[src/thermal_alarm_pkg.sv]
package thermal_alarm_pkg;

    ////////////////////////////////////////////////////////////////////////////
    // Channel organisation: channel 0 is local, 1 to 7 are remote
    localparam int NUM_CH   = 8;
    localparam int LOCAL_CH = 0;
    localparam int REG_W    = 8;
    localparam int ADDR_W   = 8;

    ////////////////////////////////////////////////////////////////////////////
    // Register offsets on the register port
    localparam logic [ADDR_W-1:0] ADDR_ALERT_MASK = 8'h42;
    localparam logic [ADDR_W-1:0] ADDR_OT_MASK    = 8'h43;
    localparam logic [ADDR_W-1:0] ADDR_HIGH_FLAGS = 8'h44;
    localparam logic [ADDR_W-1:0] ADDR_OT_FLAGS   = 8'h45;
    localparam logic [ADDR_W-1:0] ADDR_FAULT      = 8'h46;
    localparam logic [ADDR_W-1:0] ADDR_LOW_FLAGS  = 8'h47;

    ////////////////////////////////////////////////////////////////////////////
    // Reset values and reserved fields
    localparam logic [REG_W-1:0] MASK_RESET  = 8'h00;
    localparam logic [REG_W-1:0] FLAGS_RESET = 8'h00;
    localparam logic [REG_W-1:0] READ_ZERO   = 8'h00;
    localparam int               FAULT_RSVD  = 7;

    ////////////////////////////////////////////////////////////////////////////
    // Bit position of each channel, indexed by channel number
    localparam int ALERT_BIT [NUM_CH] = '{6, 0, 1, 2, 3, 4, 5, 7};
    localparam int OT_BIT    [NUM_CH] = '{7, 0, 1, 2, 3, 4, 5, 6};
    localparam int FAULT_BIT [NUM_CH] = '{7, 0, 1, 2, 3, 4, 5, 6};

    ////////////////////////////////////////////////////////////////////////////
    // Overtemperature hysteresis in degrees Celsius
    localparam int HYST_DEGC = 4;

endpackage

[src/thermal_alarm_status_mask.sv]
module thermal_alarm_status_mask
    import thermal_alarm_pkg::*;
#(
    parameter int TEMP_W       = 8,
    parameter int LSB_PER_DEGC = 1
) (
    input  wire logic                     ref_clk_i,
    input  wire logic                     resetn_i,
    input  wire logic [NUM_CH-1:0]        conv_done_i,
    input  wire logic [NUM_CH*TEMP_W-1:0] temp_i,
    input  wire logic [NUM_CH*TEMP_W-1:0] high_limit_i,
    input  wire logic [NUM_CH*TEMP_W-1:0] low_limit_i,
    input  wire logic [NUM_CH*TEMP_W-1:0] ot_limit_i,
    input  wire logic [NUM_CH-1:0]        ot_limit_wr_i,
    input  wire logic [NUM_CH-1:0]        sensor_fault_i,
    input  wire logic [ADDR_W-1:0]        reg_addr_i,
    input  wire logic                     reg_wr_i,
    input  wire logic                     reg_rd_i,
    input  wire logic [REG_W-1:0]         reg_wdata_i,
    input  wire logic                     alert_resp_done_i,
    output logic      [REG_W-1:0]         reg_rdata_o,
    output logic                          alert_n_o,
    output logic                          alert_oe_o,
    output logic                          overt_n_o,
    output logic                          overt_oe_o
);

    localparam int HYST_LSB = HYST_DEGC * LSB_PER_DEGC;

    ////////////////////////////////////////////////////////////////////////////
    // Elaboration checks
    if (TEMP_W < 2 || TEMP_W > 16) begin : g_bad_width
        $error("TEMP_W must lie between 2 and 16");
    end
    if (LSB_PER_DEGC < 1 || HYST_LSB >= (1 << TEMP_W)) begin : g_bad_scale
        $error("LSB_PER_DEGC does not fit TEMP_W");
    end

    ////////////////////////////////////////////////////////////////////////////
    // State
    logic [REG_W-1:0] alert_mask;
    logic [REG_W-1:0] ot_mask;
    logic [REG_W-1:0] high_flags;
    logic [REG_W-1:0] low_flags;
    logic [REG_W-1:0] ot_flags;
    logic [REG_W-1:0] fault_flags;
    logic             alert_latch;
    logic [REG_W-1:0] next_alert_mask;
    logic [REG_W-1:0] next_ot_mask;
    logic [REG_W-1:0] next_high_flags;
    logic [REG_W-1:0] next_low_flags;
    logic [REG_W-1:0] next_ot_flags;
    logic [REG_W-1:0] next_fault_flags;
    logic             next_alert_latch;
    logic [REG_W-1:0] next_rdata;
    logic             next_overt;

    // Per-channel events in register bit layout
    logic [REG_W-1:0] high_set;
    logic [REG_W-1:0] low_set;
    logic [REG_W-1:0] ot_set;
    logic [REG_W-1:0] ot_clr;
    logic [REG_W-1:0] fault_upd;
    logic [REG_W-1:0] fault_val;

    // Bus and alert events
    logic             rd_high;
    logic             rd_low;
    logic             alert_clear;
    logic             alert_set;

    ////////////////////////////////////////////////////////////////////////////
    // Channel evaluation
    for (genvar c = 0; c < NUM_CH; c++) begin : g_ch
        localparam int AB = ALERT_BIT[c];
        localparam int OB = OT_BIT[c];
        logic hi_x;
        logic lo_x;
        logic ot_x;
        logic ot_cool;
        logic ot_lim_clr;

        channel_judge #(
            .TEMP_W   (TEMP_W),
            .HYST_LSB (HYST_LSB)
        ) u_judge (
            .temp_i           (temp_i[c*TEMP_W +: TEMP_W]),
            .high_limit_i     (high_limit_i[c*TEMP_W +: TEMP_W]),
            .low_limit_i      (low_limit_i[c*TEMP_W +: TEMP_W]),
            .ot_limit_i       (ot_limit_i[c*TEMP_W +: TEMP_W]),
            .high_exceed_o    (hi_x),
            .low_below_o      (lo_x),
            .ot_exceed_o      (ot_x),
            .ot_cooled_o      (ot_cool),
            .ot_limit_clear_o (ot_lim_clr)
        );

        // Set only at this channel's conversion end, masked or not
        assign high_set[AB] = conv_done_i[c] & hi_x;
        assign low_set[AB]  = conv_done_i[c] & lo_x;
        assign ot_set[OB]   = conv_done_i[c] & ot_x;
        // Hysteresis release or a limit raised far enough
        assign ot_clr[OB]   = (conv_done_i[c] & ot_cool)
                            | (ot_limit_wr_i[c] & ot_lim_clr);

        // Remote channels only; the local channel has no sensor pins
        if (c == LOCAL_CH) begin : g_local
            assign fault_upd[FAULT_BIT[c]] = 1'b0;
            assign fault_val[FAULT_BIT[c]] = 1'b0;
        end else begin : g_remote
            assign fault_upd[FAULT_BIT[c]] = conv_done_i[c];
            assign fault_val[FAULT_BIT[c]] = sensor_fault_i[c];

        end

    end

    ////////////////////////////////////////////////////////////////////////////
    // Flag and mask next values
    always_comb begin
        rd_high     = reg_rd_i && (reg_addr_i == ADDR_HIGH_FLAGS);
        rd_low      = reg_rd_i && (reg_addr_i == ADDR_LOW_FLAGS);
        alert_clear = rd_high || alert_resp_done_i;
        // New set beats a clear in the same cycle
        next_high_flags = high_set | (high_flags & ~{REG_W{rd_high}});
        next_low_flags  = low_set | (low_flags & ~{REG_W{rd_low}});
        // Reading does not clear overtemperature flags
        next_ot_flags   = ot_set | (ot_flags & ~ot_clr);
        next_fault_flags = (fault_val & fault_upd) | (fault_flags & ~fault_upd);
        next_fault_flags[FAULT_RSVD] = 1'b0;
        next_alert_mask = alert_mask;
        next_ot_mask    = ot_mask;
        if (reg_wr_i && reg_addr_i == ADDR_ALERT_MASK) begin
            next_alert_mask = reg_wdata_i;
        end
        if (reg_wr_i && reg_addr_i == ADDR_OT_MASK) begin
            next_ot_mask = reg_wdata_i;
        end
    end

    ////////////////////////////////////////////////////////////////////////////
    // Alert latch and overtemperature output next values
    always_comb begin
        // Conversion finding an unmasked high or low limit violation asserts the alert
        alert_set = |((high_set | low_set) & ~next_alert_mask);
        // Released by high-flag register read or alert response; also drops once no unmasked high or low flag remains
        next_alert_latch = alert_set
                         | (alert_latch & ~alert_clear
                            & |((next_high_flags | next_low_flags)
                                & ~next_alert_mask));
        next_overt = |(next_ot_flags & ~next_ot_mask);
    end

    ////////////////////////////////////////////////////////////////////////////
    // Read data
    always_comb begin
        unique case (reg_addr_i)
            ADDR_ALERT_MASK: next_rdata = alert_mask;
            ADDR_OT_MASK:    next_rdata = ot_mask;
            ADDR_HIGH_FLAGS: next_rdata = high_flags;
            ADDR_OT_FLAGS:   next_rdata = ot_flags;
            ADDR_FAULT:      next_rdata = fault_flags;
            ADDR_LOW_FLAGS:  next_rdata = low_flags;
            default:         next_rdata = READ_ZERO;
        endcase
        if (!reg_rd_i) begin
            next_rdata = reg_rdata_o;
        end
    end

    ////////////////////////////////////////////////////////////////////////////
    // Registers
    always_ff @(posedge ref_clk_i or negedge resetn_i) begin
        if (!resetn_i) begin
            alert_mask  <= MASK_RESET;
            ot_mask     <= MASK_RESET;
            high_flags  <= FLAGS_RESET;
            low_flags   <= FLAGS_RESET;
            ot_flags    <= FLAGS_RESET;
            fault_flags <= FLAGS_RESET;
            alert_latch <= 1'b0;
            alert_oe_o  <= 1'b0;
            alert_n_o   <= 1'b1;
            overt_oe_o  <= 1'b0;
            overt_n_o   <= 1'b1;
            reg_rdata_o <= READ_ZERO;
        end else begin
            alert_mask  <= next_alert_mask;
            ot_mask     <= next_ot_mask;
            high_flags  <= next_high_flags;
            low_flags   <= next_low_flags;
            ot_flags    <= next_ot_flags;
            fault_flags <= next_fault_flags;
            alert_latch <= next_alert_latch;
            alert_oe_o  <= next_alert_latch;
            alert_n_o   <= ~next_alert_latch;
            overt_oe_o  <= next_overt;
            overt_n_o   <= ~next_overt;
            reg_rdata_o <= next_rdata;
        end
    end
endmodule

[src/channel_judge.sv]
module channel_judge #(
    parameter int TEMP_W   = 8,
    parameter int HYST_LSB = 4
) (
    input  wire logic [TEMP_W-1:0] temp_i,
    input  wire logic [TEMP_W-1:0] high_limit_i,
    input  wire logic [TEMP_W-1:0] low_limit_i,
    input  wire logic [TEMP_W-1:0] ot_limit_i,
    output logic                   high_exceed_o,
    output logic                   low_below_o,
    output logic                   ot_exceed_o,
    output logic                   ot_cooled_o,
    output logic                   ot_limit_clear_o
);

    // One extra bit so that adding the hysteresis cannot wrap
    logic [TEMP_W:0] temp_plus_hyst;

    // Limit comparisons of one channel
    always_comb begin
        temp_plus_hyst   = {1'b0, temp_i} + (TEMP_W+1)'(HYST_LSB);
        high_exceed_o    = temp_i > high_limit_i;
        low_below_o      = temp_i < low_limit_i;
        ot_exceed_o      = temp_i > ot_limit_i;
        ot_cooled_o      = temp_plus_hyst < {1'b0, ot_limit_i};
        ot_limit_clear_o = {1'b0, ot_limit_i} >= temp_plus_hyst;
    end

endmodule

[config.mk]
export PLATFORM = sky130hd
export DESIGN_NAME = thermal_alarm_status_mask
export DESIGN_NICKNAME = d
export VERILOG_FILES = /design/src/thermal_alarm_pkg.sv /design/src/thermal_alarm_status_mask.sv /design/src/channel_judge.sv
export SDC_FILE = /design/constraint.sdc
export NUM_CORES = 1
export LEC_CHECK = 0
export BUFFER_PORTS_ARGS = -buffer_cell sky130_fd_sc_hd__clkbuf_2
export CAP_MARGIN = 5
export CORE_AREA = 2 2 136 138
export DETAILED_ROUTE_END_ITERATION = 10
export DIE_AREA = 0 0 138 140
export HOLD_SLACK_MARGIN = 0.02
export PLACE_DENSITY_LB_ADDON = 0.2
export SLEW_MARGIN = 20
export SYNTH_ARGS = -nofsm -noshare
export SYNTH_HDL_FRONTEND = slang
export SYNTH_SLANG_ARGS = --single-unit
[constraint.sdc]
create_clock -name ref_clk_i -period 1.93 [get_ports ref_clk_i]
set_input_delay 0.2895 -clock ref_clk_i [delete_from_list [all_inputs] [get_ports ref_clk_i]]
set_output_delay 0.2895 -clock ref_clk_i [all_outputs]
set_load 0.01 [all_outputs]
Yosys cells after proc, flatten, opt, wreduce, memory -nomap -nowiden
Index checks and enable logic that the tools add are counted.
{ "op_classes": {"n_lt_le_gt_ge": 40, "n_eq_ne": 6, "muxes": 3, "n_bitwise": 74, "reduce_logical": 8, "n_addsub": 8} }
{ "op_table": {"columns": ["operator", "count"], "rows": [
  ["$gt 8x8->1", 16],
  ["$add 8x3->9 const B", 8],
  ["$ge 8x9->1", 8],
  ["$lt 9x8->1", 8],
  ["$lt 8x8->1", 8],
  ["$and 8x8->8", 6],
  ["$eq 8x7->1 const B", 6],
  ["$pmux 8 s6", 1],
  ["$and 1x1->1", 42],
  ["$not 8->8", 5],
  ["$or 8x8->8", 5],
  ["$reduce_or 8->1", 3],
  ["$mux 8", 2],
  ["$and 7x7->7", 2],
  ["$or 1x1->1", 9],
  ["$not 7->7", 1],
  ["$or 7x7->7", 1],
  ["$logic_and 1x1->1", 4],
  ["$not 1->1", 3],
  ["$logic_or 1x1->1", 1]
]} }
{ "totals": {"out_inout_bits": 12, "inputBits": 301, "ff_bits": 59} }

Logic depth before layout (Yosys ltp)
Gate-level depths: netlist of run 1.
{ "depth": {"depth_word": 11, "mapped_depth": 12, "ltp_nobuf": 12} }

Modules after synthesis
A second synthesis of run 1 with hierarchy kept.
{ "hier_totals": {"cells_unflattened": 1236, "area_unflattened_um2": 9990.8} }
{ "by_module_without_submodules": {"columns": ["module", "seq_area_each_um2", "area_per_inst_um2", "n_inst", "cells_per_inst"], "rows": [
  ["channel_judge at g_ch[0].u_judge ...", 0.0, 879.6, 7, 120],
  ["thermal_alarm_status_mask", 1478.9, 2965.3, 1, 277],
  ["channel_judge at g_ch[2].u_judge", 0.0, 868.3, 1, 119]
]} }

Worst setup path before layout of run 1
Ideal clock, no wire load.
{ "synth_timing": {"kind": "input port to flip-flop", "from": "input reg_addr_i[3]", "to": "register alert_latch", "path_buffers": 1, "arrival_time_ns": 2.482, "stages": 8, "required_ns": 1.804, "setup_slack_ns": -0.679, "cell_sequence": "nor4_4 > nand4b_4 > or3b_1 > buf_6 > mux2_2 > nor2_1 > or4_1 > a311o_1"} }
{ "synth_lines": {"columns": ["item", "line", "source"], "rows": [
  ["start: declaration", "thermal_alarm_status_mask.sv:16", "input wire logic [ADDR_W-1:0] reg_addr_i,"],
  ["$eq 8x7->1 (*)", "thermal_alarm_status_mask.sv:133", "if (reg_wr_i && reg_addr_i == ADDR_ALERT_MASK) begin"],
  ["$logic_and 1x1->1 (*)", "thermal_alarm_status_mask.sv:133", null],
  ["$mux 8 (*)", "thermal_alarm_status_mask.sv:133", null],
  ["net next_alert_mask[5]", "thermal_alarm_status_mask.sv:48", "logic [REG_W-1:0] next_alert_mask;"],
  ["$not 8->8 (*)", "thermal_alarm_status_mask.sv:145, thermal_alarm_status_mask.sv:150", null],
  ["$and 8x8->8", "thermal_alarm_status_mask.sv:150", "& ~next_alert_mask));"],
  ["$reduce_or 8->1", "thermal_alarm_status_mask.sv:149", "& |((next_high_flags | next_low_flags)"],
  ["$and 1x1->1", "thermal_alarm_status_mask.sv:149", null],
  ["$or 1x1->1 (*)", "thermal_alarm_status_mask.sv:148", "| (alert_latch & ~alert_clear"],
  ["net next_alert_latch", "thermal_alarm_status_mask.sv:54", "logic next_alert_latch;"],
  ["end signal: assignment", "thermal_alarm_status_mask.sv:194", "alert_latch <= next_alert_latch;"],
  ["end: declaration", "thermal_alarm_status_mask.sv:47", "logic alert_latch;"]
]} }
The timed path passes the listed nets; every way through them passes the cells marked *.
A chain may end at the register's enable or synchronous reset.

Final worst setup path of run 1
{ "layout_timing": {"from": "input temp_i[11]", "to": "register overt_n_o"} }
{ "layout_via": {"elab_chain_cells": 10} }
{ "layout_rtl": {"columns": ["item", "line", "source"], "rows": [
  ["start: declaration", "thermal_alarm_status_mask.sv:10", "input wire logic [NUM_CH*TEMP_W-1:0] temp_i,"],
  ["$add 8x3->9", "channel_judge.sv:21", "temp_plus_hyst = {1'b0, temp_i} + (TEMP_W+1)'(HYST_LSB);"],
  ["$lt 9x8->1 or $ge 8x9->1 (tied branches)", "channel_judge.sv:25, channel_judge.sv:26", null],
  ["$and 1x1->1, on equally long branches", "thermal_alarm_status_mask.sv:103, thermal_alarm_status_mask.sv:104", null],
  ["$or 1x1->1", "thermal_alarm_status_mask.sv:104", "| (ot_limit_wr_i[c] & ot_lim_clr);"],
  ["$not 8->8", "thermal_alarm_status_mask.sv:128", "next_ot_flags = ot_set | (ot_flags & ~ot_clr);"],
  ["$and 8x8->8", "thermal_alarm_status_mask.sv:128", null],
  ["$or 8x8->8 (*)", "thermal_alarm_status_mask.sv:128", null],
  ["$and 8x8->8 (*)", "thermal_alarm_status_mask.sv:151", "next_overt = |(next_ot_flags & ~next_ot_mask);"],
  ["$reduce_or 8->1 (*)", "thermal_alarm_status_mask.sv:151", null],
  ["$not 1->1 (*)", "thermal_alarm_status_mask.sv:198", "overt_n_o <= ~next_overt;"],
  ["end signal: assignment", "thermal_alarm_status_mask.sv:198", null],
  ["end: declaration", "thermal_alarm_status_mask.sv:24", "output logic overt_n_o,"]
]} }
Every way passes the cells marked *; elsewhere a longest branch is shown, timed or not.

==> load_flow_metrics.sql, run 1 <==
INSERT INTO impl_metrics (metric_group, metric, value, unit) VALUES
('outcome', 'outcome', 'finished, violations left', ''),
('outcome', 'failed_checks', 'negative setup slack', ''),
('setup_path', 'endpoint_kind_of_the_worst_setup_timing_path', 'flip-flop', ''),
('synthesis', 'yosysSeqAreaShare', '0.1600', ''),
('clock_network', 'cts_tree', 'built', ''),
('global_route', 'grt_pass1_vias', '10200', ''),
('power_and_ir_drop', 'vdd.ir_drop.worst', '498.2', 'uV'),
('timing', 'timing.final.ws_setup', '-473.9', 'ps'),
('clock_network', 'cts.sink_count', '59', ''),
('setup_path', 'cp_num_cells', '13', ''),
('synthesis', 'synth_edf_count', '0', ''),
('timing', 'rsz_0062_raised_after_global_routing', 'yes', ''),
('detailed_routing', 'final_wirelength', '28320', 'um'),
('placed_design', 'place_congestion', '0.9396', ''),
('timing', 'min_period_over_period', '1.246', ''),
('layout', 'fin_area', '13300', 'um^2'),
('setup_path', 'reg2reg_setup_slack', '290', 'ps'),
('clock_network', 'clk_root_buffer_cell', 'sky130_fd_sc_hd__clkbuf_16', ''),
('placed_design', 'post-place-cells', '1853', ''),
('detailed_routing', 'dr_total_vias', '10070', ''),
('synthesis', 'synth.yosys.warnings', '0', ''),
('synthesis', 'yosys.cell_types.count', '69', ''),
('timing', 'hold_viol_final', '0', ''),
('setup_path', 'critical_path.cell_chain', 'buf_4 > ha_4 > xor2_1 > ha_1 > a21o_1 > a21o_1 > a211o_1 > o211ai_1 > a31o_2 > o2111ai_1 > nor4_1 > buf_4 > and3_1', ''),
('placed_design', 'detailed_place_hpwl', '24360', 'um'),
('setup_path', 'critical-path-top-delay-family', 'compound AO/OA/AOI/OAI gates', ''),
('setup_path', 'slowest_delay', '310', 'ps'),
('synthesis', 'syn_area_per_cell', '8.306', 'um^2'),
('detailed_routing', 'post_drt_via_cell_ratio', '5.358', ''),
('global_route', 'grt_start_max_net_pins', '60', ''),
('power_and_ir_drop', 'powerDensity', '407.6', 'nW/um^2'),
('flow_run', 'drv.max_cap_violation_count', '0', ''),
('global_route', 'grt_first_pass_wirelength', '46250', 'um'),
('detailed_routing', 'first_iter_violations', '393', ''),
('global_route', 'grtUsageTotal', '0.2856', ''),
('setup_path', 'setup.worst_path.start_class', 'input port', ''),
('detailed_routing', 'route.antenna.remaining_nets', '0', ''),
('clock_network', 'cts.htree.levels', '3', ''),
('timing', 'setup_viol', '6', ''),
('placed_design', 'port_buffers', '311', ''),
('setup_path', 'cp-startpoint', 'temp_i[11]', ''),
('min_path', 'hold_path.class', 'in -> reg', ''),
('die', 'start_util', '0.5200', ''),
('timing', 'timing.final.max_slew_violations', '0', ''),
('timing', 'clock_skew', '3.316', 'ps'),
('layout', 'final_cell_mix', '302 x sky130_fd_sc_hd__clkbuf_2, 233 x sky130_fd_sc_hd__ha_1, 211 x sky130_fd_sc_hd__inv_1', ''),
('synthesis', 'yosys_register_bits', '59', ''),
('layout', 'number_of_cells_in_the_finished_layout_apart_from_fillers', '1879', ''),
('layout', 'area_growth_syn_to_layout', '43.84', '%'),
('timing', 'period_minus_slack', '2404', 'ps'),
('die', 'chipHeight', '140', 'um'),
('setup_path', 'rr_worst_depth', '5', ''),
('die', 'placement_rows', '49', ''),
('setup_path', 'worst_r2r_startpoint', 'low_flags[6]$_DFF_PN0_', ''),
('layout', 'layout.cells.most_common', 'sky130_fd_sc_hd__clkbuf_2', ''),
('synthesis', 'synth-async-reset-ratio', '1.000', ''),
('timing', 'max_clock_freq', '416.0', 'MHz'),
('power_and_ir_drop', 'leakage_dissipation', '7.598', 'nW'),
('timing', 'worst_slew_margin_rel', '0.6361', ''),
('setup_path', 'worst-endpoint-arrival', '2680', 'ps'),
('synthesis', 'postSynthCellCount', '1113', ''),
('power_and_ir_drop', 'report.power.total', '0.005420', 'W'),
('setup_path', 'critical_path_rt', '2200', 'ps'),
('setup_path', 'timing.rr.end', 'alert_latch$_DFF_PN0_', ''),
('clock_network', 'clock_tree.buffer_depth', '2', ''),
('clock_network', 'tritoncts.num_buffers', '9', ''),
('synthesis', 'dominantRegCellSynth', 'sky130_fd_sc_hd__dfrtp_1', ''),
('clock_network', 'cts.reportedPaths.clkPinSlew', '50', 'ps'),
('setup_path', 'criticalPathCategory', 'in -> reg', ''),
('setup_path', 'timing.critical_path.buf_inv', '2', ''),
('clock_network', 'worstSkewPairLatency', '330', 'ps');
==> cell usage after synthesis (4+ instances only) <==
cell type | instances | area, um^2
sky130_fd_sc_hd__nor2b_1 | 19 | 118.9
sky130_fd_sc_hd__clkbuf_1 | 4 | 15.01
sky130_fd_sc_hd__a211o_1 | 9 | 78.83
sky130_fd_sc_hd__dfrtp_1 | 57 | 1426
sky130_fd_sc_hd__mux4_2 | 7 | 157.7
sky130_fd_sc_hd__a21oi_1 | 80 | 400.4
sky130_fd_sc_hd__nor3b_1 | 8 | 60.06
sky130_fd_sc_hd__xnor2_1 | 20 | 175.2
sky130_fd_sc_hd__inv_1 | 212 | 795.8
sky130_fd_sc_hd__nor2_1 | 43 | 161.4
sky130_fd_sc_hd__ha_1 | 240 | 3003
sky130_fd_sc_hd__xor2_1 | 12 | 105.1
sky130_fd_sc_hd__a21o_1 | 24 | 180.2
sky130_fd_sc_hd__nand4_1 | 31 | 193.9
sky130_fd_sc_hd__nand2b_1 | 13 | 81.33
sky130_fd_sc_hd__o21ai_0 | 51 | 255.2
sky130_fd_sc_hd__o21ba_2 | 4 | 40.04
sky130_fd_sc_hd__nand2_1 | 53 | 198.9
sky130_fd_sc_hd__o221ai_1 | 4 | 35.03
sky130_fd_sc_hd__nand3_1 | 36 | 180.2
sky130_fd_sc_hd__nor4_1 | 6 | 37.54
sky130_fd_sc_hd__o21a_1 | 13 | 97.59
sky130_fd_sc_hd__a21boi_0 | 4 | 30.03
sky130_fd_sc_hd__o21bai_1 | 11 | 82.58
sky130_fd_sc_hd__and3_1 | 7 | 43.79
sky130_fd_sc_hd__a211oi_1 | 12 | 90.09
sky130_fd_sc_hd__o41ai_1 | 4 | 35.03
sky130_fd_sc_hd__o22ai_1 | 13 | 81.33
sky130_fd_sc_hd__mux2i_1 | 9 | 90.09
sky130_fd_sc_hd__o211ai_1 | 19 | 142.6
sky130_fd_sc_hd__nor3_1 | 11 | 55.05
sky130_fd_sc_hd__mux2_2 | 20 | 225.2
==> worst min path at each step <==
| stage | start | to | slack (ps) | depth (start not counted) |
|---|---|---|---|---|
| after floorplan | resetn_i | asynchronous set/reset pin | -6 | 0 |
| after global placement | resetn_i | ot_mask[0]$_DFF_PN0_ | 320 | 2 |
| after detailed placement | resetn_i | reg_rdata_o[3]$_DFFE_PN0P_ | 330 | 2 |
| after CTS | sensor_fault_i[6] | flip-flop | 190 | 2 |
| after global routing | sensor_fault_i[3] | flip-flop | 200 | 2 |
| final | sensor_fault_i[6] | flip-flop | 190 | 2 |
==> metrics by stage <==
stage,util,hold WS (ps),worst slack (ps),TNS (ps)
6_report,0.7479,191.5,-473.9,-1808
3_5_place_dp,0.7136,329.9,-852.9,-5750
4_1_cts,0.7374,188.1,-433.8,-1575
5_1_grt,0.7478,199.1,-629.2,-2504
3_3_place_gp,0.7136,324.5,-807.1,-4883
2_1_floorplan,-,-6.091,-622.4,-2029
==> layout make-up <==
class,count,area (um^2)
Antenna cell,1,2.502
Clock buffer,15,287.8
Clock inverter,1,5.005
Fill cell,1389,4482
Inverter,212,795.8
Multi-Input combinational cell,835,7167
Sequential cell,59,1479
Tap cell,229,286.5
Timing Repair Buffer,527,3274
==> timing repair <==
item	4_1_cts	5_1_grt
buffers inserted	5	5
resized for setup	18	39
hold buffers	1	0
cloned	0	0
pin swaps	5	11
hold endpoints to repair	57	0
endpoints found under the setup margin	5	10
==> power breakdown <==
group	internal [W]	switching, W
registers	0.00131	0.0000541
clock network	0.00101	0.000528
logic	0.00132	0.00120
==> cells by family after synthesis <==
family	count (synthesis)	synth area share
compound gates	279	0.1977
xor+xnor	32	0.03032
fa+ha+maj	240	0.3248
buf+inv	219	0.09013
flops	59	0.1600
mux	39	0.05603
simple gates	245	0.1410
==> routing by layer <==
layer  global-route usage  routed length (um)  share of wire  up-vias
met5                    0                   0              0        -
met4               0.1053                 962          0.034        0
met3              0.04718                1636          0.058       70
met2               0.5164               14020           0.50      297
met1               0.3412               11700           0.41     4621
li1                     -                   -              -     5079
No activity file was read; power rests on OpenSTA's default activity.
==> run 2, diff against run 1 <==
Settings changed: CORE_AREA 2 2 136 138 to 2 2 129 144, DIE_AREA 0 0 138 140 to 0 0 131 146.
==> run 2 against run 1 <==
Net effect:
- the flow still finishes with violations (negative setup slack)
- power up 0.16%
- clock-buffer cell count is 2 lower
- register-to-register slack worse by 80 ps
- worst setup slack got worse by 87 ps
- critical path depth up 1
- final cell count rose by 0.32%
- sequential power about the same
- non-clock buffer count down 2
- via count up 0.84%
- die area is 1.0% lower
- global-route usage grew 0.98 points
- largest cell class unchanged
==> load_flow_metrics.sql, run 2 (synthesis results as in run 1) <==
INSERT INTO impl_metrics (metric_group, metric, value, unit) VALUES
('layout', 'fin_area', '13310', 'um^2'),
('timing', 'timing.final.max_slew_violations', '0', ''),
('timing', 'period_minus_slack', '2491', 'ps'),
('clock_network', 'worstSkewPairLatency', '320', 'ps'),
('die', 'placement_rows', '51', ''),
('layout', 'final_cell_mix', '302 x sky130_fd_sc_hd__clkbuf_2, 233 x sky130_fd_sc_hd__ha_1, 212 x sky130_fd_sc_hd__inv_1', ''),
('power_and_ir_drop', 'leakage_dissipation', '7.590', 'nW'),
('global_route', 'global_route.overflow_total', '0', ''),
('die', 'pin_count', '313', ''),
('flow_run', 'drv.max_cap_violation_count', '0', ''),
('setup_path', 'critical_path_rt', '2190', 'ps'),
('outcome', 'failed_checks', 'negative setup slack', ''),
('detailed_routing', 'first_iter_violations', '400', ''),
('detailed_routing', 'route.antenna.remaining_nets', '0', ''),
('setup_path', 'endpoint_kind_of_the_worst_setup_timing_path', 'flip-flop', ''),
('placed_design', 'detailedPlace.worstSlack', '-911.2', 'ps'),
('timing', 'setup_tns_after_final_layout', '-1972', 'ps'),
('outcome', 'outcome', 'finished, violations left', ''),
('timing', 'max_clock_freq', '401.5', 'MHz'),
('layout', 'drive_above_1_share', '0.3770', ''),
('layout', 'layout.cells.most_common', 'sky130_fd_sc_hd__clkbuf_2', ''),
('timing', 'rsz_0062_raised_after_global_routing', 'yes', ''),
('min_path', 'min_from', 'sensor_fault_i[2]', ''),
('clock_network', 'clock_tree.buffer_depth', '2', ''),
('setup_path', 'criticalPathCategory', 'in -> reg', ''),
('setup_path', 'setup.worst_path.start_class', 'input port', ''),
('die', 'die_w', '131', 'um'),
('clock_network', 'cts_tree', 'built', ''),
('timing', 'worst_slew_margin_rel', '0.6351', ''),
('power_and_ir_drop', 'power.share.clock', '0.288', ''),
('power_and_ir_drop', 'cellInternalPower', '0.003646', 'W'),
('layout', 'area_growth_syn_to_layout', '43.92', '%'),
('power_and_ir_drop', 'power_switching', '0.001782', 'W'),
('clock_network', 'cts.htree.levels', '3', ''),
('timing', 'hold_viol_final', '0', ''),
('layout', 'nFillCells', '1325', ''),
('power_and_ir_drop', 'p_sw_frac', '0.3283', ''),
('clock_network', 'clk_root_buffer_cell', 'sky130_fd_sc_hd__clkbuf_16', ''),
('global_route', 'grt_start_max_net_pins', '60', ''),
('timing', 'clock_skew', '8.916', 'ps'),
('layout', 'final_net_count', '2183', ''),
('placed_design', 'port_buffers', '311', ''),
('placed_design', 'detailed_place_hpwl', '24370', 'um'),
('detailed_routing', 'post_drt_via_cell_ratio', '5.386', ''),
('timing', 'min_period_over_period', '1.291', ''),
('timing', 'timing.final.ws_setup', '-560.7', 'ps'),
('layout', 'ant_cells', '0', ''),
('min_path', 'hold_path.class', 'in -> reg', ''),
('setup_path', 'cp_max_fo', '2', ''),
('placed_design', 'place_congestion', '0.9127', ''),
('detailed_routing', 'first_pass_iters', '4', ''),
('global_route', 'grtUsageTotal', '0.2954', ''),
('timing', 'setup_viol', '5', ''),
('placed_design', 'detailed_place.area', '12680', 'um^2'),
('setup_path', 'worst_r2r_startpoint', 'ot_flags[6]$_DFF_PN0_', ''),
('die', 'chipHeight', '146', 'um'),
('detailed_routing', 'dr_total_vias', '10150', ''),
('die', 'start_util', '0.5268', ''),
('detailed_routing', 'detail_route.drc_violations', '0', ''),
('power_and_ir_drop', 'power.share.sequential', '0.251', ''),
('timing', 'worst_slew_pin_slew', '547.4', 'ps'),
('detailed_routing', 'final_wirelength', '28560', 'um'),
('layout', 'fin_util', '0.7582', ''),
('power_and_ir_drop', 'power_frac_comb', '0.462', ''),
('die', 'core-area', '17550', 'um^2'),
('detailed_routing', 'average_wire_length_per_cell_after_detail_routing', '15.15', 'um'),
('die', 'floorplan_die_area', '19130', 'um^2'),
('clock_network', 'tritoncts.num_buffers', '9', ''),
('clock_network', 'cts.sink_count', '59', ''),
('global_route', 'grt_first_pass_wirelength', '45930', 'um'),
('power_and_ir_drop', 'report.power.total', '0.005429', 'W'),
('clock_network', 'cts.reportedPaths.clkPinSlew', '50', 'ps'),
('global_route', 'antenna_violations_before_repair', '1', ''),
('power_and_ir_drop', 'vdd.ir_drop.worst', '412.1', 'uV'),
('setup_path', 'cp-startpoint', 'temp_i[58]', ''),
('global_route', 'grt_pass1_vias', '10580', ''),
('setup_path', 'worst-endpoint-arrival', '2750', 'ps'),
('power_and_ir_drop', 'powerDensity', '408.0', 'nW/um^2');
[run 2: changes by cell type in the layout (fill, tap and decap cells not counted), moves of 2 or more]
cell	delta
sky130_fd_sc_hd__buf_4	-3
sky130_fd_sc_hd__nand3_2	-2
sky130_fd_sc_hd__xnor2_2	+2
sky130_fd_sc_hd__clkbuf_8	-4
sky130_fd_sc_hd__a21oi_2	-2
sky130_fd_sc_hd__nand3_4	+2
sky130_fd_sc_hd__clkbuf_4	-2
sky130_fd_sc_hd__buf_6	+3
sky130_fd_sc_hd__xnor2_1	-2
sky130_fd_sc_hd__a21oi_1	+2
[run 2: critical path, stage by stage]
cell and delay [ps]:
sky130_fd_sc_hd__buf_8 80, sky130_fd_sc_hd__ha_4 130, sky130_fd_sc_hd__nand3_2 80, sky130_fd_sc_hd__xnor2_1 130, sky130_fd_sc_hd__ha_1 310, sky130_fd_sc_hd__a2111o_1 450, sky130_fd_sc_hd__nor2_2 130, sky130_fd_sc_hd__a211oi_2 50
sky130_fd_sc_hd__a21boi_2 160, sky130_fd_sc_hd__a211oi_2 250, sky130_fd_sc_hd__o2111ai_2 200, sky130_fd_sc_hd__nor4_2 210, sky130_fd_sc_hd__buf_4 160, sky130_fd_sc_hd__and3_1 130
[run 2: metrics by stage]
step | hold slack, ps | std cells
4_1_cts | 191.5 | 1883
6_report | 195.5 | 1885
3_5_place_dp | 320.8 | 1859
3_3_place_gp | 316.9 | 1859
5_1_grt | 188.4 | 1885
2_1_floorplan | -6.091 | 1113
[run 2: power by group through the flow]
| stage | Sequential, W | Clock, W | Combinational, W |
|---|---|---|---|
| after detailed placement | 0.00138 | 0 | 0.00239 |
| after global placement | 0.00138 | 0 | 0.00231 |
| after CTS | 0.00136 | 0.00157 | 0.00245 |
| after floorplan | 0.00136 | 0 | 0.00124 |
| after global routing | 0.00137 | 0.00163 | 0.00282 |
| final | 0.00136 | 0.00156 | 0.00251 |
[run 2: path summary, 6_finish.rpt]
path / to / slack, ps / cells past startpoint
max: overt_n_o$_DFF_PN1_ / -560 / 14
min: flip-flop / 200 / 2
max reg2reg: overt_n_o$_DFF_PN1_ / 210 / 8
min reg2reg: flip-flop / 500 / 1
max in group asynchronous: alert_n_o$_DFF_PN1_ / 1100 / 3
min in group asynchronous: asynchronous set/reset pin / 530 / 3
[run 2: final cells by class]
type / instances / area (um^2) / share of cell area
Clock buffer: 13 / 250.2 / 0.01881
Clock inverter: 3 / 40.04 / 0.003009
Inverter: 212 / 795.8 / 0.05981
Multi-Input combinational cell: 835 / 7181 / 0.5397
Sequential cell: 59 / 1479 / 0.1112
Tap cell: 238 / 297.8 / 0.02238
Timing Repair Buffer: 525 / 3262 / 0.2452
[run 2: timing repair]
action,in CTS,in global routing
hold buffers,1,0
buffers inserted,7,2
hold endpoints to repair,57,0
endpoints found under the setup margin,6,10
pin swaps,16,22
gates resized for setup,22,37
[run 2: routing by layer]
metal,track usage,up-vias,share of wire
li1,-,5070,-
met1,0.3172,4708,0.39
met2,0.5705,311,0.53
met3,0.05478,61,0.056
met4,0.08670,2,0.024
met5,0,-,0.00046
